File: src/hdl/fbbm_consts.svh
`ifndef FBBM_CONSTS_SVH
`define FBBM_CONSTS_SVH
// Overview of operation
// - Sync pulse arrives on the fourth digital input.
// - Enabled monitor idles until a start pulse.
// - Relay option drives relay two on break.
// - Bag count marks the end of cycle.
// - Interval setting spaces consecutive bags.
// - Delay precedes evaluation of the first bag.
// - Damped concentration at limit flags a break.
// - Monitor concentration has its own damping.
// - Cycle count clears at every restart.
// - Current bag index is readable.
// - Defective bags read as semicolon separated numbers.
// - Start pulse clears the defective bag list.
// - Counter attributes each peak to its bag.

`define FBBM_OFS_CTRL      6'h00
`define FBBM_OFS_BAGS      6'h04
`define FBBM_OFS_INTERVAL  6'h08
`define FBBM_OFS_DELAY     6'h0C
`define FBBM_OFS_LIMIT     6'h10
`define FBBM_OFS_DAMP      6'h14
`define FBBM_OFS_STATUS    6'h18
`define FBBM_OFS_CYCLES    6'h1C
`define FBBM_OFS_BAGIDX    6'h20
`define FBBM_OFS_CONC      6'h24
`define FBBM_OFS_LISTCHR   6'h28
`define FBBM_OFS_LISTRST   6'h2C
`define FBBM_OFS_IRQST     6'h30
`define FBBM_OFS_IRQMASK   6'h34

`define FBBM_CTRL_EN       0
`define FBBM_CTRL_RELAY    1
`define FBBM_ST_WAIT       0
`define FBBM_ST_ACTIVE     1
`define FBBM_ST_BREAK      2
`define FBBM_IRQ_START     0
`define FBBM_IRQ_END       1
`define FBBM_IRQ_BREAK     2

`define FBBM_RST_BAGS      8'h64
`define FBBM_RST_INTERVAL  16'h07D0
`define FBBM_RST_DELAY     16'h0000
`define FBBM_RST_LIMIT     16'h01F4
`define FBBM_RST_DAMP      4'h6

`define FBBM_LIST_DEPTH    32
`define FBBM_MS_NS         1000000
`define FBBM_CLK_NS        8
`endif

File: src/hdl/fbbm_pkg.sv
`default_nettype none
package fbbm_pkg;
    typedef enum logic [1:0] {ST_OFF, ST_WAIT, ST_DELAY, ST_EVAL} fbbm_state_t;

    typedef struct packed {
        logic        enable;
        logic        relayOpt;
        logic [7:0]  bagCount;
        logic [15:0] interval;
        logic [15:0] delay;
        logic [15:0] limit;
        logic [3:0]  dampShift;
    } fbbm_cfg_t;
endpackage
`default_nettype wire

File: src/hdl/fbbm_damper.sv
`timescale 1ns/1ps
`default_nettype none
module fbbm_damper (
    input  wire logic        mclk,     // System clock.
    input  wire logic        rst_n,    // Asynchronous reset, active low.
    input  wire logic        tick,     // One millisecond step.
    input  wire logic [15:0] concIn,   // Raw concentration.
    input  wire logic [3:0]  shift,    // Damping response time code.
    output logic      [15:0] damped    // Damped monitor concentration.
);
    // Eight fraction bits keep long time constants from stalling on rounding.
    logic [23:0] acc;
    logic [23:0] next_acc;
    logic signed [24:0] diff;

    always_comb begin
        diff     = $signed({1'b0, concIn, 8'h00}) - $signed({1'b0, acc});
        next_acc = acc;
        if (tick) begin
            next_acc = 24'(acc + 24'(diff >>> shift));
        end
    end

    always_ff @(posedge mclk or negedge rst_n) begin
        if (!rst_n) begin
            acc <= 24'h000000;
        end else begin
            acc <= next_acc;
        end
    end

    assign damped = acc[23:8];
endmodule
`default_nettype wire

File: src/hdl/fbbm_defect_list.sv
`timescale 1ns/1ps
`default_nettype none
`include "fbbm_consts.svh"
module fbbm_defect_list (
    input  wire logic       mclk,      // System clock.
    input  wire logic       rst_n,     // Asynchronous reset, active low.
    input  wire logic       clear,     // Empty the list.
    input  wire logic       add,       // Append a bag number.
    input  wire logic [7:0] addNum,    // Bag number to append.
    input  wire logic       rdRestart, // Rewind the text reader.
    input  wire logic       rdNext,    // Advance one character.
    output logic      [7:0] listChar,  // Current ASCII character, zero at end.
    output logic      [5:0] count      // Entries held.
);
    logic [7:0] mem [`FBBM_LIST_DEPTH];
    logic [5:0] rdEntry;
    logic [1:0] rdDigit;
    logic [5:0] next_count;
    logic [5:0] next_rdEntry;
    logic [1:0] next_rdDigit;
    logic [7:0] num;

    function automatic logic [1:0] firstDigit(input logic [7:0] n);
        firstDigit = (n >= 8'h64) ? 2'h0 : ((n >= 8'h0A) ? 2'h1 : 2'h2);
    endfunction

    always_comb begin
        num          = mem[5'(rdEntry)];
        next_count   = count;
        next_rdEntry = rdEntry;
        next_rdDigit = rdDigit;
        // Entries beyond the depth are dropped; the break flag still records them.
        if (clear) begin
            next_count = 6'h00;
        end else if (add && count < 6'(`FBBM_LIST_DEPTH)) begin
            next_count = 6'(count + 6'h01);
        end
        if (rdRestart || clear) begin
            next_rdEntry = 6'h00;
            next_rdDigit = firstDigit(mem[0]);
        end else if (rdNext && rdEntry < count) begin
            if (rdDigit == 2'h3 || (rdDigit == 2'h2 && 6'(rdEntry + 6'h01) == count)) begin
                next_rdEntry = 6'(rdEntry + 6'h01);
                next_rdDigit = firstDigit(mem[5'(rdEntry + 6'h01)]);
            end else begin
                next_rdDigit = 2'(rdDigit + 2'h1);
            end
        end
        // A reader parked at the end would otherwise keep the digit count of a stale entry.
        if (add && !clear && count < 6'(`FBBM_LIST_DEPTH) && next_rdEntry == count) begin
            next_rdDigit = firstDigit(addNum);
        end
        case (rdDigit)
            2'h0:    listChar = 8'h30 + 8'(num / 8'h64);
            2'h1:    listChar = 8'h30 + 8'((num / 8'h0A) % 8'h0A);
            2'h2:    listChar = 8'h30 + 8'(num % 8'h0A);
            default: listChar = 8'h3B;
        endcase
        if (rdEntry >= count) begin
            listChar = 8'h00;
        end
    end

    always_ff @(posedge mclk or negedge rst_n) begin
        if (!rst_n) begin
            count   <= 6'h00;
            rdEntry <= 6'h00;
            rdDigit <= 2'h0;
        end else begin
            count   <= next_count;
            rdEntry <= next_rdEntry;
            rdDigit <= next_rdDigit;
        end
    end

    always_ff @(posedge mclk) begin
        if (add && !clear && count < 6'(`FBBM_LIST_DEPTH)) begin
            mem[5'(count)] <= addNum;
        end
    end
endmodule
`default_nettype wire

File: src/hdl/fbbm_top.sv
// Register access over Avalon-MM and the placing of the registers are this design's own decisions.
`timescale 1ns/1ps
`default_nettype none
`include "fbbm_consts.svh"
module fbbm_top #(
    parameter int unsigned MS_CYCLES = `FBBM_MS_NS / `FBBM_CLK_NS
) (
    input  wire logic        mclk,          // System clock, 125 MHz.
    input  wire logic        rst_n,         // Asynchronous reset, active low.
    input  wire logic [5:0]  avAddress,     // Avalon byte address.
    input  wire logic        avRead,        // Avalon read request.
    input  wire logic        avWrite,       // Avalon write request.
    input  wire logic [31:0] avWritedata,   // Avalon write data.
    input  wire logic [3:0]  avByteenable,  // Avalon byte lanes.
    output logic      [31:0] avReaddata,    // Avalon read data.
    output logic             avWaitrequest, // Avalon wait request.
    input  wire logic        syncTrigger,   // Plant sync pulse, fourth digital input.
    input  wire logic [15:0] concIn,        // Concentration measurement.
    output logic             relay2,        // Second relay, filter break.
    output logic             irq            // Interrupt, active high level.
);
    ////////////////////////////////////////////////////////////////////////////
    fbbm_pkg::fbbm_cfg_t   cfg;
    fbbm_pkg::fbbm_cfg_t   next_cfg;
    fbbm_pkg::fbbm_state_t state;
    fbbm_pkg::fbbm_state_t next_state;
    logic [2:0]  irqMask;
    logic [2:0]  next_irqMask;
    logic        next_avWaitrequest;
    logic [31:0] next_avReaddata;
    logic [16:0] msCnt;
    logic [16:0] next_msCnt;
    logic [15:0] timeCnt;
    logic [15:0] next_timeCnt;
    logic [7:0]  bagIndex;
    logic [7:0]  next_bagIndex;
    logic        bagHit;
    logic        next_bagHit;
    logic        breakFlag;
    logic        next_breakFlag;
    logic [31:0] cycles;
    logic [31:0] next_cycles;
    logic [2:0]  irqStatus;
    logic [2:0]  next_irqStatus;
    logic        next_relay2;
    logic        next_irq;
    logic        syncPrev;
    logic        syncRise;
    logic        tick;
    logic        wrDone;
    logic        rdDone;
    logic        startCycle;
    logic        listAdd;
    logic [15:0] damped;
    logic [7:0]  listChar;
    logic [5:0]  listCount;
    logic [7:0]  bagLimit;
    logic [15:0] stepLimit;

    function automatic logic [31:0] beMerge(input logic [31:0] old, input logic [31:0] wd, input logic [3:0] be);
        for (int i = 0; i < 4; i++) begin
            if (be[i]) begin
                old[i*8 +: 8] = wd[i*8 +: 8];
            end
        end
        beMerge = old;
    endfunction

    assign wrDone     = avWrite && !avWaitrequest;
    assign rdDone     = avRead && !avWaitrequest;
    assign tick       = (msCnt == 17'(MS_CYCLES - 1));
    assign syncRise   = syncTrigger && !syncPrev;
    assign startCycle = (state == fbbm_pkg::ST_WAIT) && syncRise;
    // A zero bag count or interval would hang the cycle, so both count as one.
    assign bagLimit   = (cfg.bagCount == 8'h00) ? 8'h01 : cfg.bagCount;
    assign stepLimit  = (cfg.interval == 16'h0000) ? 16'h0001 : cfg.interval;
    assign listAdd    = (state == fbbm_pkg::ST_EVAL) && !bagHit && (damped >= cfg.limit);

    ////////////////////////////////////////////////////////////////////////////
    fbbm_damper u_damper (
        .mclk   (mclk),
        .rst_n  (rst_n),
        .tick   (tick),
        .concIn (concIn),
        .shift  (cfg.dampShift),
        .damped (damped)
    );

    fbbm_defect_list u_list (
        .mclk      (mclk),
        .rst_n     (rst_n),
        .clear     (startCycle),
        .add       (listAdd),
        .addNum    (bagIndex),
        .rdRestart (wrDone && avAddress == `FBBM_OFS_LISTRST),
        .rdNext    (rdDone && avAddress == `FBBM_OFS_LISTCHR),
        .listChar  (listChar),
        .count     (listCount)
    );

    ////////////////////////////////////////////////////////////////////////////
    // The bus answers one cycle after a request appears; a held request then completes.
    always_comb begin
        next_cfg           = cfg;
        next_irqMask       = irqMask;
        next_avWaitrequest = !((avRead || avWrite) && avWaitrequest);
        next_avReaddata    = avReaddata;
        if (wrDone) begin
            case (avAddress)
                `FBBM_OFS_CTRL: begin
                    if (avByteenable[0]) begin
                        next_cfg.enable   = avWritedata[`FBBM_CTRL_EN];
                        next_cfg.relayOpt = avWritedata[`FBBM_CTRL_RELAY];
                    end
                end
                `FBBM_OFS_BAGS:     next_cfg.bagCount  = 8'(beMerge({24'h000000, cfg.bagCount}, avWritedata, avByteenable));
                `FBBM_OFS_INTERVAL: next_cfg.interval  = 16'(beMerge({16'h0000, cfg.interval}, avWritedata, avByteenable));
                `FBBM_OFS_DELAY:    next_cfg.delay     = 16'(beMerge({16'h0000, cfg.delay}, avWritedata, avByteenable));
                `FBBM_OFS_LIMIT:    next_cfg.limit     = 16'(beMerge({16'h0000, cfg.limit}, avWritedata, avByteenable));
                `FBBM_OFS_DAMP: begin
                    if (avByteenable[0]) begin
                        next_cfg.dampShift = avWritedata[3:0];
                    end
                end
                `FBBM_OFS_IRQMASK: begin
                    if (avByteenable[0]) begin
                        next_irqMask = avWritedata[2:0];
                    end
                end
                default: ;
            endcase
        end
        if ((avRead || avWrite) && avWaitrequest) begin
            case (avAddress)
                `FBBM_OFS_CTRL:     next_avReaddata = {30'h00000000, cfg.relayOpt, cfg.enable};
                `FBBM_OFS_BAGS:     next_avReaddata = {24'h000000, cfg.bagCount};
                `FBBM_OFS_INTERVAL: next_avReaddata = {16'h0000, cfg.interval};
                `FBBM_OFS_DELAY:    next_avReaddata = {16'h0000, cfg.delay};
                `FBBM_OFS_LIMIT:    next_avReaddata = {16'h0000, cfg.limit};
                `FBBM_OFS_DAMP:     next_avReaddata = {28'h0000000, cfg.dampShift};
                `FBBM_OFS_STATUS: begin
                    next_avReaddata = {29'h00000000, breakFlag,
                                       (state == fbbm_pkg::ST_DELAY || state == fbbm_pkg::ST_EVAL),
                                       (state == fbbm_pkg::ST_WAIT)};
                end
                `FBBM_OFS_CYCLES:   next_avReaddata = cycles;
                `FBBM_OFS_BAGIDX:   next_avReaddata = {24'h000000, bagIndex};
                `FBBM_OFS_CONC:     next_avReaddata = {16'h0000, damped};
                `FBBM_OFS_LISTCHR:  next_avReaddata = {24'h000000, listChar};
                `FBBM_OFS_IRQST:    next_avReaddata = {29'h00000000, irqStatus};
                `FBBM_OFS_IRQMASK:  next_avReaddata = {29'h00000000, irqMask};
                default:            next_avReaddata = 32'h00000000;
            endcase
        end
    end

    always_ff @(posedge mclk or negedge rst_n) begin
        if (!rst_n) begin
            cfg           <= '{enable: 1'b0, relayOpt: 1'b0, bagCount: `FBBM_RST_BAGS,
                               interval: `FBBM_RST_INTERVAL, delay: `FBBM_RST_DELAY,
                               limit: `FBBM_RST_LIMIT, dampShift: `FBBM_RST_DAMP};
            irqMask       <= 3'h0;
            avWaitrequest <= 1'b1;
            avReaddata    <= 32'h00000000;
        end else begin
            cfg           <= next_cfg;
            irqMask       <= next_irqMask;
            avWaitrequest <= next_avWaitrequest;
            avReaddata    <= next_avReaddata;
        end
    end

    ////////////////////////////////////////////////////////////////////////////
    always_comb begin
        next_state     = state;
        next_msCnt     = tick ? 17'h00000 : 17'(msCnt + 17'h00001);
        next_timeCnt   = timeCnt;
        next_bagIndex  = bagIndex;
        next_bagHit    = bagHit;
        next_breakFlag = breakFlag;
        next_cycles    = cycles;
        next_irqStatus = irqStatus;
        if (wrDone && avAddress == `FBBM_OFS_IRQST && avByteenable[0]) begin
            next_irqStatus = irqStatus & ~avWritedata[2:0];
        end
        case (state)
            fbbm_pkg::ST_OFF: begin
                if (cfg.enable) begin
                    next_state = fbbm_pkg::ST_WAIT;
                end
            end
            fbbm_pkg::ST_WAIT: begin
                if (startCycle) begin
                    next_state     = fbbm_pkg::ST_DELAY;
                    next_msCnt     = 17'h00000;
                    next_timeCnt   = 16'h0000;
                    next_breakFlag = 1'b0;
                    next_irqStatus[`FBBM_IRQ_START] = 1'b1;
                end
            end
            fbbm_pkg::ST_DELAY: begin
                if (timeCnt >= cfg.delay) begin
                    next_state    = fbbm_pkg::ST_EVAL;
                    next_bagIndex = 8'h01;
                    next_bagHit   = 1'b0;
                    next_timeCnt  = 16'h0000;
                end else if (tick) begin
                    next_timeCnt = 16'(timeCnt + 16'h0001);
                end
            end
            fbbm_pkg::ST_EVAL: begin
                // Only the first crossing per bag is logged, so a long peak is one entry.
                if (listAdd) begin
                    next_bagHit    = 1'b1;
                    next_breakFlag = 1'b1;
                    next_irqStatus[`FBBM_IRQ_BREAK] = 1'b1;
                end
                if (timeCnt >= stepLimit) begin
                    next_timeCnt = 16'h0000;
                    next_bagHit  = 1'b0;
                    if (bagIndex >= bagLimit) begin
                        next_state  = fbbm_pkg::ST_WAIT;
                        next_cycles = 32'(cycles + 32'h00000001);
                        next_irqStatus[`FBBM_IRQ_END] = 1'b1;
                    end else begin
                        next_bagIndex = 8'(bagIndex + 8'h01);
                    end
                end else if (tick) begin
                    next_timeCnt = 16'(timeCnt + 16'h0001);
                end
            end
            default: next_state = fbbm_pkg::ST_OFF;
        endcase
        if (!cfg.enable) begin
            next_state = fbbm_pkg::ST_OFF;
        end
        next_relay2 = next_breakFlag && cfg.relayOpt;
        next_irq    = |(next_irqStatus & irqMask);
    end

    // Reset is the device restart; the cycle count starts from zero there.
    always_ff @(posedge mclk or negedge rst_n) begin
        if (!rst_n) begin
            state     <= fbbm_pkg::ST_OFF;
            msCnt     <= 17'h00000;
            timeCnt   <= 16'h0000;
            bagIndex  <= 8'h00;
            bagHit    <= 1'b0;
            breakFlag <= 1'b0;
            cycles    <= 32'h00000000;
            irqStatus <= 3'h0;
            relay2    <= 1'b0;
            irq       <= 1'b0;
            syncPrev  <= 1'b0;
        end else begin
            state     <= next_state;
            msCnt     <= next_msCnt;
            timeCnt   <= next_timeCnt;
            bagIndex  <= next_bagIndex;
            bagHit    <= next_bagHit;
            breakFlag <= next_breakFlag;
            cycles    <= next_cycles;
            irqStatus <= next_irqStatus;
            relay2    <= next_relay2;
            irq       <= next_irq;
            syncPrev  <= syncTrigger;
        end
    end
endmodule
`default_nettype wire

File: config.mk
export PLATFORM = sky130hd
export DESIGN_NAME = fbbm_top
export DESIGN_NICKNAME = d
export VERILOG_FILES = /design/src/hdl/fbbm_pkg.sv /design/src/hdl/fbbm_damper.sv /design/src/hdl/fbbm_defect_list.sv /design/src/hdl/fbbm_top.sv
export VERILOG_INCLUDE_DIRS = /design/src /design/src/hdl
export SDC_FILE = /design/constraint.sdc
export NUM_CORES = 1
export LEC_CHECK = 0
export BUFFER_PORTS_ARGS = -buffer_cell sky130_fd_sc_hd__buf_2
export CAP_MARGIN = 30
export CORE_ASPECT_RATIO = 1.75
export CORE_MARGIN = 2
export CORE_UTILIZATION = 49
export CTS_BUF_LIST = sky130_fd_sc_hd__clkbuf_2 sky130_fd_sc_hd__clkbuf_4 sky130_fd_sc_hd__clkbuf_8
export DETAILED_ROUTE_END_ITERATION = 7
export GPL_TIMING_DRIVEN = 0
export PLACE_DENSITY = 0.63
export SYNTH_ARGS = -nofsm -noshare
export SYNTH_HDL_FRONTEND = slang
export SYNTH_HIERARCHICAL = 1
export SYNTH_SLANG_ARGS = --single-unit
File: constraint.sdc
create_clock -name mclk -period 9.1 [get_ports mclk]
set_input_delay 2.73 -clock mclk [delete_from_list [all_inputs] [get_ports mclk]]
set_output_delay 2.73 -clock mclk [all_outputs]
set_load 0.005 [all_outputs]
==> Yosys cells after proc, flatten, opt, wreduce, memory -nomap -nowiden <==
Memories as Yosys holds them, arrays and structs flattened.
Index checks and enable logic that the tools add are counted.
W data, S select, Z words.
{ "word_totals": {"regBits": 219, "ram_bits": 256, "in_bits": 63, "n_memories": 1, "wordCells": 199} }
{ "memory_table": {"columns": ["name", "words", "word_bits", "read_ports", "rd_clocked_by_memory_dff", "write_ports", "line_no", "rtl"], "rows": [
  ["u_list.mem", 32, 8, 3, 0, 1, "fbbm_defect_list.sv:15", "logic [7:0] mem [`FBBM_LIST_DEPTH];"]
]} }
{ "classes": {"n_eq_ne": 31, "n_mux": 54, "n_div": 4, "n_addsub": 12, "bitwise_logic": 3, "shift": 1, "reduce_logical": 52, "n_lt_le_gt_ge": 13} }
{ "op_table": {"columns": ["op", "count"], "rows": [
  ["$pmux W32 S13", 1],
  ["$mux W16", 5],
  ["$mux W17", 3],
  ["$ge A16 B16 Y1", 3],
  ["$pmux W16 S3", 1],
  ["$mux W8", 5],
  ["$eq A6 B6 Y1 const B", 6],
  ["$reduce_and A3 Y1", 12],
  ["$add A32 B1 Y32 const B", 1],
  ["$mux W2", 16],
  ["$mux W6", 5],
  ["$sshr A25 B4 Y24", 1],
  ["$sub A24 B24 Y25", 1],
  ["$add A24 B24 Y24", 1],
  ["$add A6 B8 Y8 const A", 3],
  ["$eq A6 B5 Y1 const B", 4],
  ["$ge A8 B4 Y1 const B", 3],
  ["$ge A8 B7 Y1 const B", 3],
  ["$pmux W8 S3", 1],
  ["$logic_and A1 B1 Y1", 18],
  ["$add A17 B1 Y17 const B", 1],
  ["$eq A17 B17 Y1 const B", 1],
  ["$add A16 B1 Y16 const B", 1],
  ["$logic_not A16 Y1", 1],
  ["36 further kinds", 73]
]} }

==> Depth between registers and ports, before layout <==
Gate-level depths: netlist of the first run.
{ "depth": {"ltp_word": 10, "depth_mapped": 35, "ltp_nobuf": 29} }

==> Hierarchy <==
Netlist of the first run, hierarchy kept.
{ "modules_own_cells": {"columns": ["mod", "cells_per_inst", "area_each_um2", "n_inst", "seq_area_each_um2"], "rows": [
  ["fbbm_defect_list", 1016, 14720.4, 1, 8037.7],
  ["fbbm_top", 965, 9884.5, 1, 4551.9],
  ["fbbm_damper", 571, 4581.9, 1, 600.6]
]} }

==> Worst setup path before layout of the first run <==
No wires, ideal clock.
{ "synth_timing": {"path_kind": "input port to flip-flop", "start": "input port concIn[1]", "end": "register u_damper.acc[23]", "stages": 22, "arrival_time_ns": 7.374, "setup_time_ns": 0.080, "setup_slack_ns": 1.646, "path_buffers": 0, "cell_sequence": "ha_1 > and2_1 > a221oi_2 > a31oi_4 > a31oi_4 > xor2_1 > mux2_2 > a21oi_1 > mux2_2 > nand2_1 > o21ai_0 > ha_1 > or4_1 > o21ai_2 > a21oi_2 > a41oi_2 > o221ai_2 > o31a_2 > a31o_2 > and4_4 > a211oi_2 > xnor2_1"} }
{ "synth_via": {"elab_chain_cells": 3} }
{ "synth_rtl": {"columns": ["item", "line_no", "rtl"], "rows": [
  ["start, declared", "fbbm_top.sv:18", "input wire logic [15:0] concIn,"],
  ["$sub A24 B24 Y25", "fbbm_damper.sv:17", "diff = $signed({1'b0, concIn, 8'h00}) - $signed({1'b0, acc});"],
  ["$sshr A25 B4 Y24", "fbbm_damper.sv:20", "next_acc = 24'(acc + 24'(diff >>> shift));"],
  ["$add A24 B24 Y24", "fbbm_damper.sv:20", null],
  ["end signal, assigned", "fbbm_damper.sv:28", "acc <= next_acc;"],
  ["end, declared", "fbbm_damper.sv:12", "logic [23:0] acc;"]
]} }
No other way between the ends.
A chain may end at the register's enable or synchronous reset.

==> Final worst setup path of the first run <==
{ "layout_timing": {"start": "register u_list.rdEntry[2]", "end": "register avReaddata[6]"} }
{ "layout_via": {"elab_chain_cells": 7, "elab_cells_between_ends": 12} }
{ "layout_rtl": {"columns": ["item", "line_no", "rtl"], "rows": [
  ["start, declared", "fbbm_defect_list.sv:16", "logic [5:0] rdEntry;"],
  ["start signal, assigned", "fbbm_defect_list.sv:71", "rdEntry <= next_rdEntry;"],
  ["$mem_v2 Z32 W8", null, null],
  ["$div A8 B4 Y8", "fbbm_defect_list.sv:55", "2'h1: listChar = 8'h30 + 8'((num / 8'h0A) % 8'h0A);"],
  ["$mod A8 B4 Y8", "fbbm_defect_list.sv:55", null],
  ["$add A6 B8 Y8", "fbbm_defect_list.sv:55", null],
  ["$pmux W8 S3", "fbbm_defect_list.sv:53", "case (rdDigit)"],
  ["$mux W8 (*)", "fbbm_defect_list.sv:59", "if (rdEntry >= count) begin"],
  ["via listChar[6]", "fbbm_top.sv:55", "logic [7:0] listChar;"],
  ["$pmux W32 S13 (*)", "fbbm_top.sv:134", "case (avAddress)"],
  ["end signal, assigned", "fbbm_top.sv:169", "avReaddata <= next_avReaddata;"],
  ["end, declared", "fbbm_top.sv:15", "output logic [31:0] avReaddata,"]
]} }
The timed path passes the listed nets; every way through them passes the cells marked *.

==> impl_metrics.toml, run 1 <==
[placement]
numPortBuffers = 78
hpwlAfterDp_um = 70400
pre_cts_slack_ps = 80.2
dp.cells = 3454
routabilityCongestion = 0.944

[clock_network]
cts.sinks = 475
cts_buffers = 74
insertion_delay_ps = 680
htree_num_levels = 3
cts_tree = "done"
root_buffer = "clkbuf_8"
clockBufferDepth = 3
clkTransAtPathRegs_ps = 70

[hold_path]
hp-class = "reg -> reg"
hold_path_depth = 1
hp-start = "avReaddata[8]"

[logic_synthesis]
ys_types = 134
synth.most_common_cell = "edfxtp_1"
synth-edff-count = 256
synth.avg_cell_area_um2 = 11.4
syn_nets = 2751
yosysWarnings = 6
yosysSeqAreaShare_pct = 45.2
ys.flop_type = "edfxtp_1"
synth_common_cells = "edfxtp_1 (256), nand2_1 (224), dfrtp_1 (201)"
netlist_area_mm2 = 0.0292
syn-instance-count = 2552
synth-seq-cells = 475
synth_top_area_share_pct = 26.3
synthTopCellsByArea = "edfxtp_1 (26%), dfrtp_1 (17%), mux4_2 (9.6%), ha_1 (5.8%), nand2_1 (2.9%)"
async_reset_ff_share_pct = 46.1
synth_top_area_cell = "edfxtp_1"

[layout]
layout-drive-gt1-share_pct = 21.2
seq_area_mm2 = 0.0132
nets = 2953
n_fill_cell = 5106
fin_cells = 3596
utilization_pct = 55.5
multiInputGateArea_mm2 = 0.0148
syn2layout_area_growth_pct = 12.4

[routing]
wirelength_um = 91500
detailedRoute.firstIterationViolations = 1601
vias = 22500
wire_per_inst_um = 25.5
drc = 0
via_per_inst = 6.27
dr.pass1.iters = 5
antenna_left = 0

[floorplanning]
die-area_mm2 = 0.0616
coreArea_mm2 = 0.0591
io_pins = 98
die_width_um = 188
chipHeight_um = 327
placementRows = 118
initial_core_util_pct = 49.4

[pwr]
cellPowerDensity_mw_per_mm2 = 201
leakagePower_nw = 12.3
peakVddDrop_mv = 0.142

[global_routing]
grt_pass1_vias = 23200
grt_pass1_wl_um = 138000
antenna_found_initial = 6
grt_max_degree = 111
grt_usage_pct = 29.7
grt_overflow_total = 0

[timing]
fmax_mhz = 115
worstMarginPinSlew_ps = 1070
finalCritPeriodShare_pct = 95.3
finClkSkew_ps = 44.0
relSlewSlack_pct = 28.5
slew_viol_final = 0
finalSetupTns_ps = 0
setup_viol = 0
hold_violations = 0
rsz0062_at_grt = "no"
worst_slack_ps = 432
period_needed_ps = 8670

[setup_path]
cpPeakStageDelay_ps = 520
crit_path_end_kind = "flop"
cp_max_fo = 11
path_class = "reg -> reg"
crit_path_start_kind = "flop"
crit_start = "u_list/rdEntry[2]"
worstPathArrival_ps = 9250
r2r-start = "u_list/rdEntry[2]"
crit_slowest_cell = "mux4_2"
required_ps = 9680
rr_worst_depth = 29

[job]
max-cap-violations = 0

[outcome]
outcome = "complete, no violations"
-- layout make-up --
cell class | count | area share, %
inverter | 133 | 1.52
buffer | 132 | 2.21
timing repair buffer | 126 | 3.03
clock buffer | 97 | 3.78
tap | 780 | 2.98
multi-input combinational | 1812 | 45.1
clock inverter | 39 | 1.12
antenna | 2 | 0.0153
sequential | 475 | 40.2
-- state kept, by name, summed over array words and instances, names as in the netlist, 2 cells and up --
register and count:
avReaddata 32, u_damper/acc 24, cycles 32, msCnt 17, u_list/count 6, state 2, timeCnt 16, u_list/mem 256
irqMask 3, u_list/rdDigit 2, bagIndex 8, irqStatus 3, u_list/rdEntry 6, cfg 62
-- cell usage in the layout (no fill, tap or decap), types with 94 or more instances in the layout --
master / instances
edfxtp_1: 256
nand2_1: 224
dfrtp_1: 201
nor2_1: 180
ha_1: 135
inv_1: 125
mux4_2: 125
a21oi_1: 115
o21ai_0: 113
buf_2: 94
-- metrics by stage --
stage | instance area (um2) | hold slack, ps | total power, mW
2_1_floorplan | 29200 | 446 | 4.04
3_3_place_gp | 30600 | 458 | 4.55
3_5_place_dp | 31100 | 462 | 4.59
4_1_cts | 32700 | 476 | 6.57
5_1_grt | 32800 | 496 | 6.91
6_report | 32800 | 472 | 6.58
-- per-layer routing --
metal	share of wire, %	global-route usage, %	wire [um]	vias up
li1	-	-	-	10100
met1	33	30.0	30500	11200
met2	53	54.8	48300	935
met3	4.9	3.76	4520	360
met4	8.9	23.1	8120	8
met5	0.049	0	45	-
-- final timing paths --
path | to | slack [ps]
worst max-delay path | avReaddata[6] | 430
worst min-delay path | avReaddata[8] | 470
worst max register to register | avReaddata[6] | 430
worst min register to register | avReaddata[8] | 470
max in group asynchronous | bagIndex[7] | 5850
min in group asynchronous | u_list/rdEntry[4] | 2130
-- worst max-delay path: cells and delay by family (launching register included) --
family	cells	cell delay, ps
AND/OR/NAND/NOR	7	2090
flip-flops	1	360
multiplexers	3	1300
buffers and inverters	5	1620
AO/OA/AOI/OAI	11	2180
XOR/XNOR	1	430
adder cells (fa/ha/maj)	2	540
-- report_power, final --
part | switching [mW] | total (mW) | internal (mW)
sequential | 0.0777 | 2.39 | 2.31
clock | 0.900 | 1.97 | 1.07
combinational | 1.38 | 2.22 | 0.841
-- cells by family after synthesis --
kind of cell | Yosys count | synth area share, %
AND/OR/NAND/NOR | 723 | 12.4
AO/OA/AOI/OAI | 573 | 13.9
flip-flops | 475 | 45.2
buffers and inverters | 265 | 4.19
multiplexers | 263 | 14.8
adder cells (fa/ha/maj) | 136 | 5.86
XOR/XNOR | 117 | 3.54
-- what timing repair did --
action                                  4_1_cts  5_1_grt
endpoints found under the setup margin        1        5
hold buffers                                  0        0
buffers inserted                              0        0
resized for setup                             1        3
gates cloned                                  0        0
Note: power is estimated with default switching activity, not from simulation.
==> run 2: changes to the inputs <==
--- a/config.mk
+++ b/config.mk
@@ -8,7 +8,6 @@
 export LEC_CHECK = 0
 export BUFFER_PORTS_ARGS = -buffer_cell sky130_fd_sc_hd__buf_2
 export CAP_MARGIN = 30
-export CORE_ASPECT_RATIO = 1.75
 export CORE_MARGIN = 2
 export CORE_UTILIZATION = 49
 export CTS_BUF_LIST = sky130_fd_sc_hd__clkbuf_2 sky130_fd_sc_hd__clkbuf_4 sky130_fd_sc_hd__clkbuf_8
==> impl_metrics.toml, run 2 (synthesized netlist as in run 1, its figures left out) <==
[floorplanning]
placementRows = 89
die_width_um = 248
initial_core_util_pct = 49.5
die-area_mm2 = 0.0615
io_pins = 98
coreArea_mm2 = 0.0589
chipHeight_um = 248

[clock_network]
clockBufferDepth = 3
cts_hold_buf = 0
cts_buffers = 83
cts_tree = "done"
insertion_delay_ps = 680
cts.sinks = 475
htree_num_levels = 3
clkTransAtPathRegs_ps = 60
root_buffer = "clkbuf_8"

[routing]
dr.pass1.iters = 6
detailedRoute.firstIterationViolations = 2340
drc = 0
vias = 22700
via_per_inst = 6.29
wire_per_inst_um = 24.2
antenna_left = 0
wirelength_um = 87300

[setup_path]
r2r-end = "avReaddata[5]"
path_class = "reg -> reg"
crit_slowest_cell = "nor4_1"
reg2reg_slack_ps = 520
critical_path.top_delay_family = "compound AO/OA/AOI/OAI gates"
rr_worst_depth = 30
cpPeakStageDelay_ps = 850
required_ps = 9710
crit_path_end_kind = "flop"
crit_top_cell = "buf_2"
r2r-start = "u_list/rdEntry[2]"
path_buf_inv = 5
worstPathArrival_ps = 9200
cp_max_fo = 10
crit_path_start_kind = "flop"

[hold_path]
holdPathEnd = "avReaddata[8]"
hp-class = "reg -> reg"
hp-start = "avReaddata[8]"
hold_path_depth = 1

[layout]
nets = 2956
layout-drive-gt1-share_pct = 21.7
final_cell_mix = "edfxtp_1 (256), nand2_1 (224), dfrtp_1 (201)"
largest_reg_flops = 256
syn2layout_area_growth_pct = 13.0
largest-register = "u_list/mem"
top_regs = "u_list/mem x256, cfg x62"
utilization_pct = 56.0
final_common_cell = "edfxtp_1"

[timing]
finClkSkew_ps = 43.5
setup_viol = 0
relSlewSlack_pct = 29.4
finalCritPeriodShare_pct = 94.3
worst_slack_ps = 516
period_needed_ps = 8580
hold_violations = 0
fmax_mhz = 116
worstMarginPinSlew_ps = 1050
slew_viol_final = 0

[pwr]
peakVddDrop_mv = 0.271
leakagePower_nw = 12.4
cellPowerDensity_mw_per_mm2 = 205

[global_routing]
grt_max_degree = 113
grt_overflow_total = 0
grt_usage_pct = 28.6
grt_pass1_wl_um = 133000
antenna_found_initial = 6
grt_pass1_vias = 22300

[placement]
numPortBuffers = 78
pre_cts_slack_ps = 365
routabilityCongestion = 0.944
hpwlAfterDp_um = 65900

[outcome]
outcome = "complete, no violations"

[job]
max-cap-violations = 0
## run 2: cell count changes in the layout (fill, tap and decap cells not counted), sizes merged
cell | before | now
clkbuf | 171 | 186
buf | 181 | 175
clkinv | 30 | 34
bufinv | 6 | 7
clkinvlp | 5 | 4
diode | 2 | 3
## run 2: timing repair
item | 4_1_cts | 5_1_grt
endpoints found under the setup margin | 0 | 5
gates resized for setup | 0 | 4
buffers inserted | 0 | 0
## run 2: worst register-to-register path, delay by kind of cell (launching register included)
kind | cells | cell delay, ps
compound gates | 14 | 3880
fa+ha+maj | 2 | 460
flops | 1 | 350
xor+xnor | 1 | 180
simple gates | 8 | 1900
buf+inv | 5 | 1740
## run 2: cell type report
cell class | count | area, um2
sequential | 475 | 13200
antenna | 3 | 7.51
multi-input combinational | 1812 | 14800
tap | 773 | 967
clock inverter | 43 | 403
inverter | 133 | 499
clock buffer | 112 | 1440
timing repair buffer | 120 | 965
fill | 4953 | 25900
buffer | 132 | 724
## run 2: worst max-delay path by stage
| stage | start | end | slack (ps) | depth (start not counted) |
|---|---|---|---|---|
| CTS | u_list/rdEntry[2] | avReaddata[5] | 310 | 30 |
| global placement | u_list/rdEntry[0] | avReaddata[5] | 230 | 27 |
| finish | u_list/rdEntry[2] | avReaddata[5] | 520 | 30 |
| global route | u_list/rdEntry[2] | avReaddata[5] | -1 | 30 |
| floorplan | concIn[1] | u_damper/acc[23] | 1650 | 22 |
| detailed placement | u_list/rdEntry[2] | avReaddata[5] | 360 | 30 |
## run 2: where the power goes
part | internal (mW) | leakage (nW) | switching (mW)
Combinational | 0.843 | 6.84 | 1.37
Sequential | 2.31 | 4.64 | 0.0834
Clock | 1.23 | 0.968 | 0.929
Total | 4.39 | 12.4 | 2.38
## run 2: layer usage
layer	track usage (%)	share of wire, %	vias up
met5	0	0.025	-
met4	8.59	2.5	4
met3	7.48	10	149
met2	44.0	45	1089
met1	39.9	42	11300
li1	-	-	10100
## run 2: per-stage QoR
step / std cells / cell area [um2] / TNS [ps] / hold slack (ps) / power (mW)
4_1_cts: 3600 / 33000 / 0 / 477 / 6.74
2_1_floorplan: 2552 / 29200 / 0 / 446 / 4.04
6_report: 3603 / 33000 / 0 / 474 / 6.77
3_3_place_gp: 3403 / 30500 / 0 / 459 / 4.52
3_5_place_dp: 3445 / 31100 / 0 / 465 / 4.57
5_1_grt: 3602 / 33000 / -1.28 / 493 / 7.14
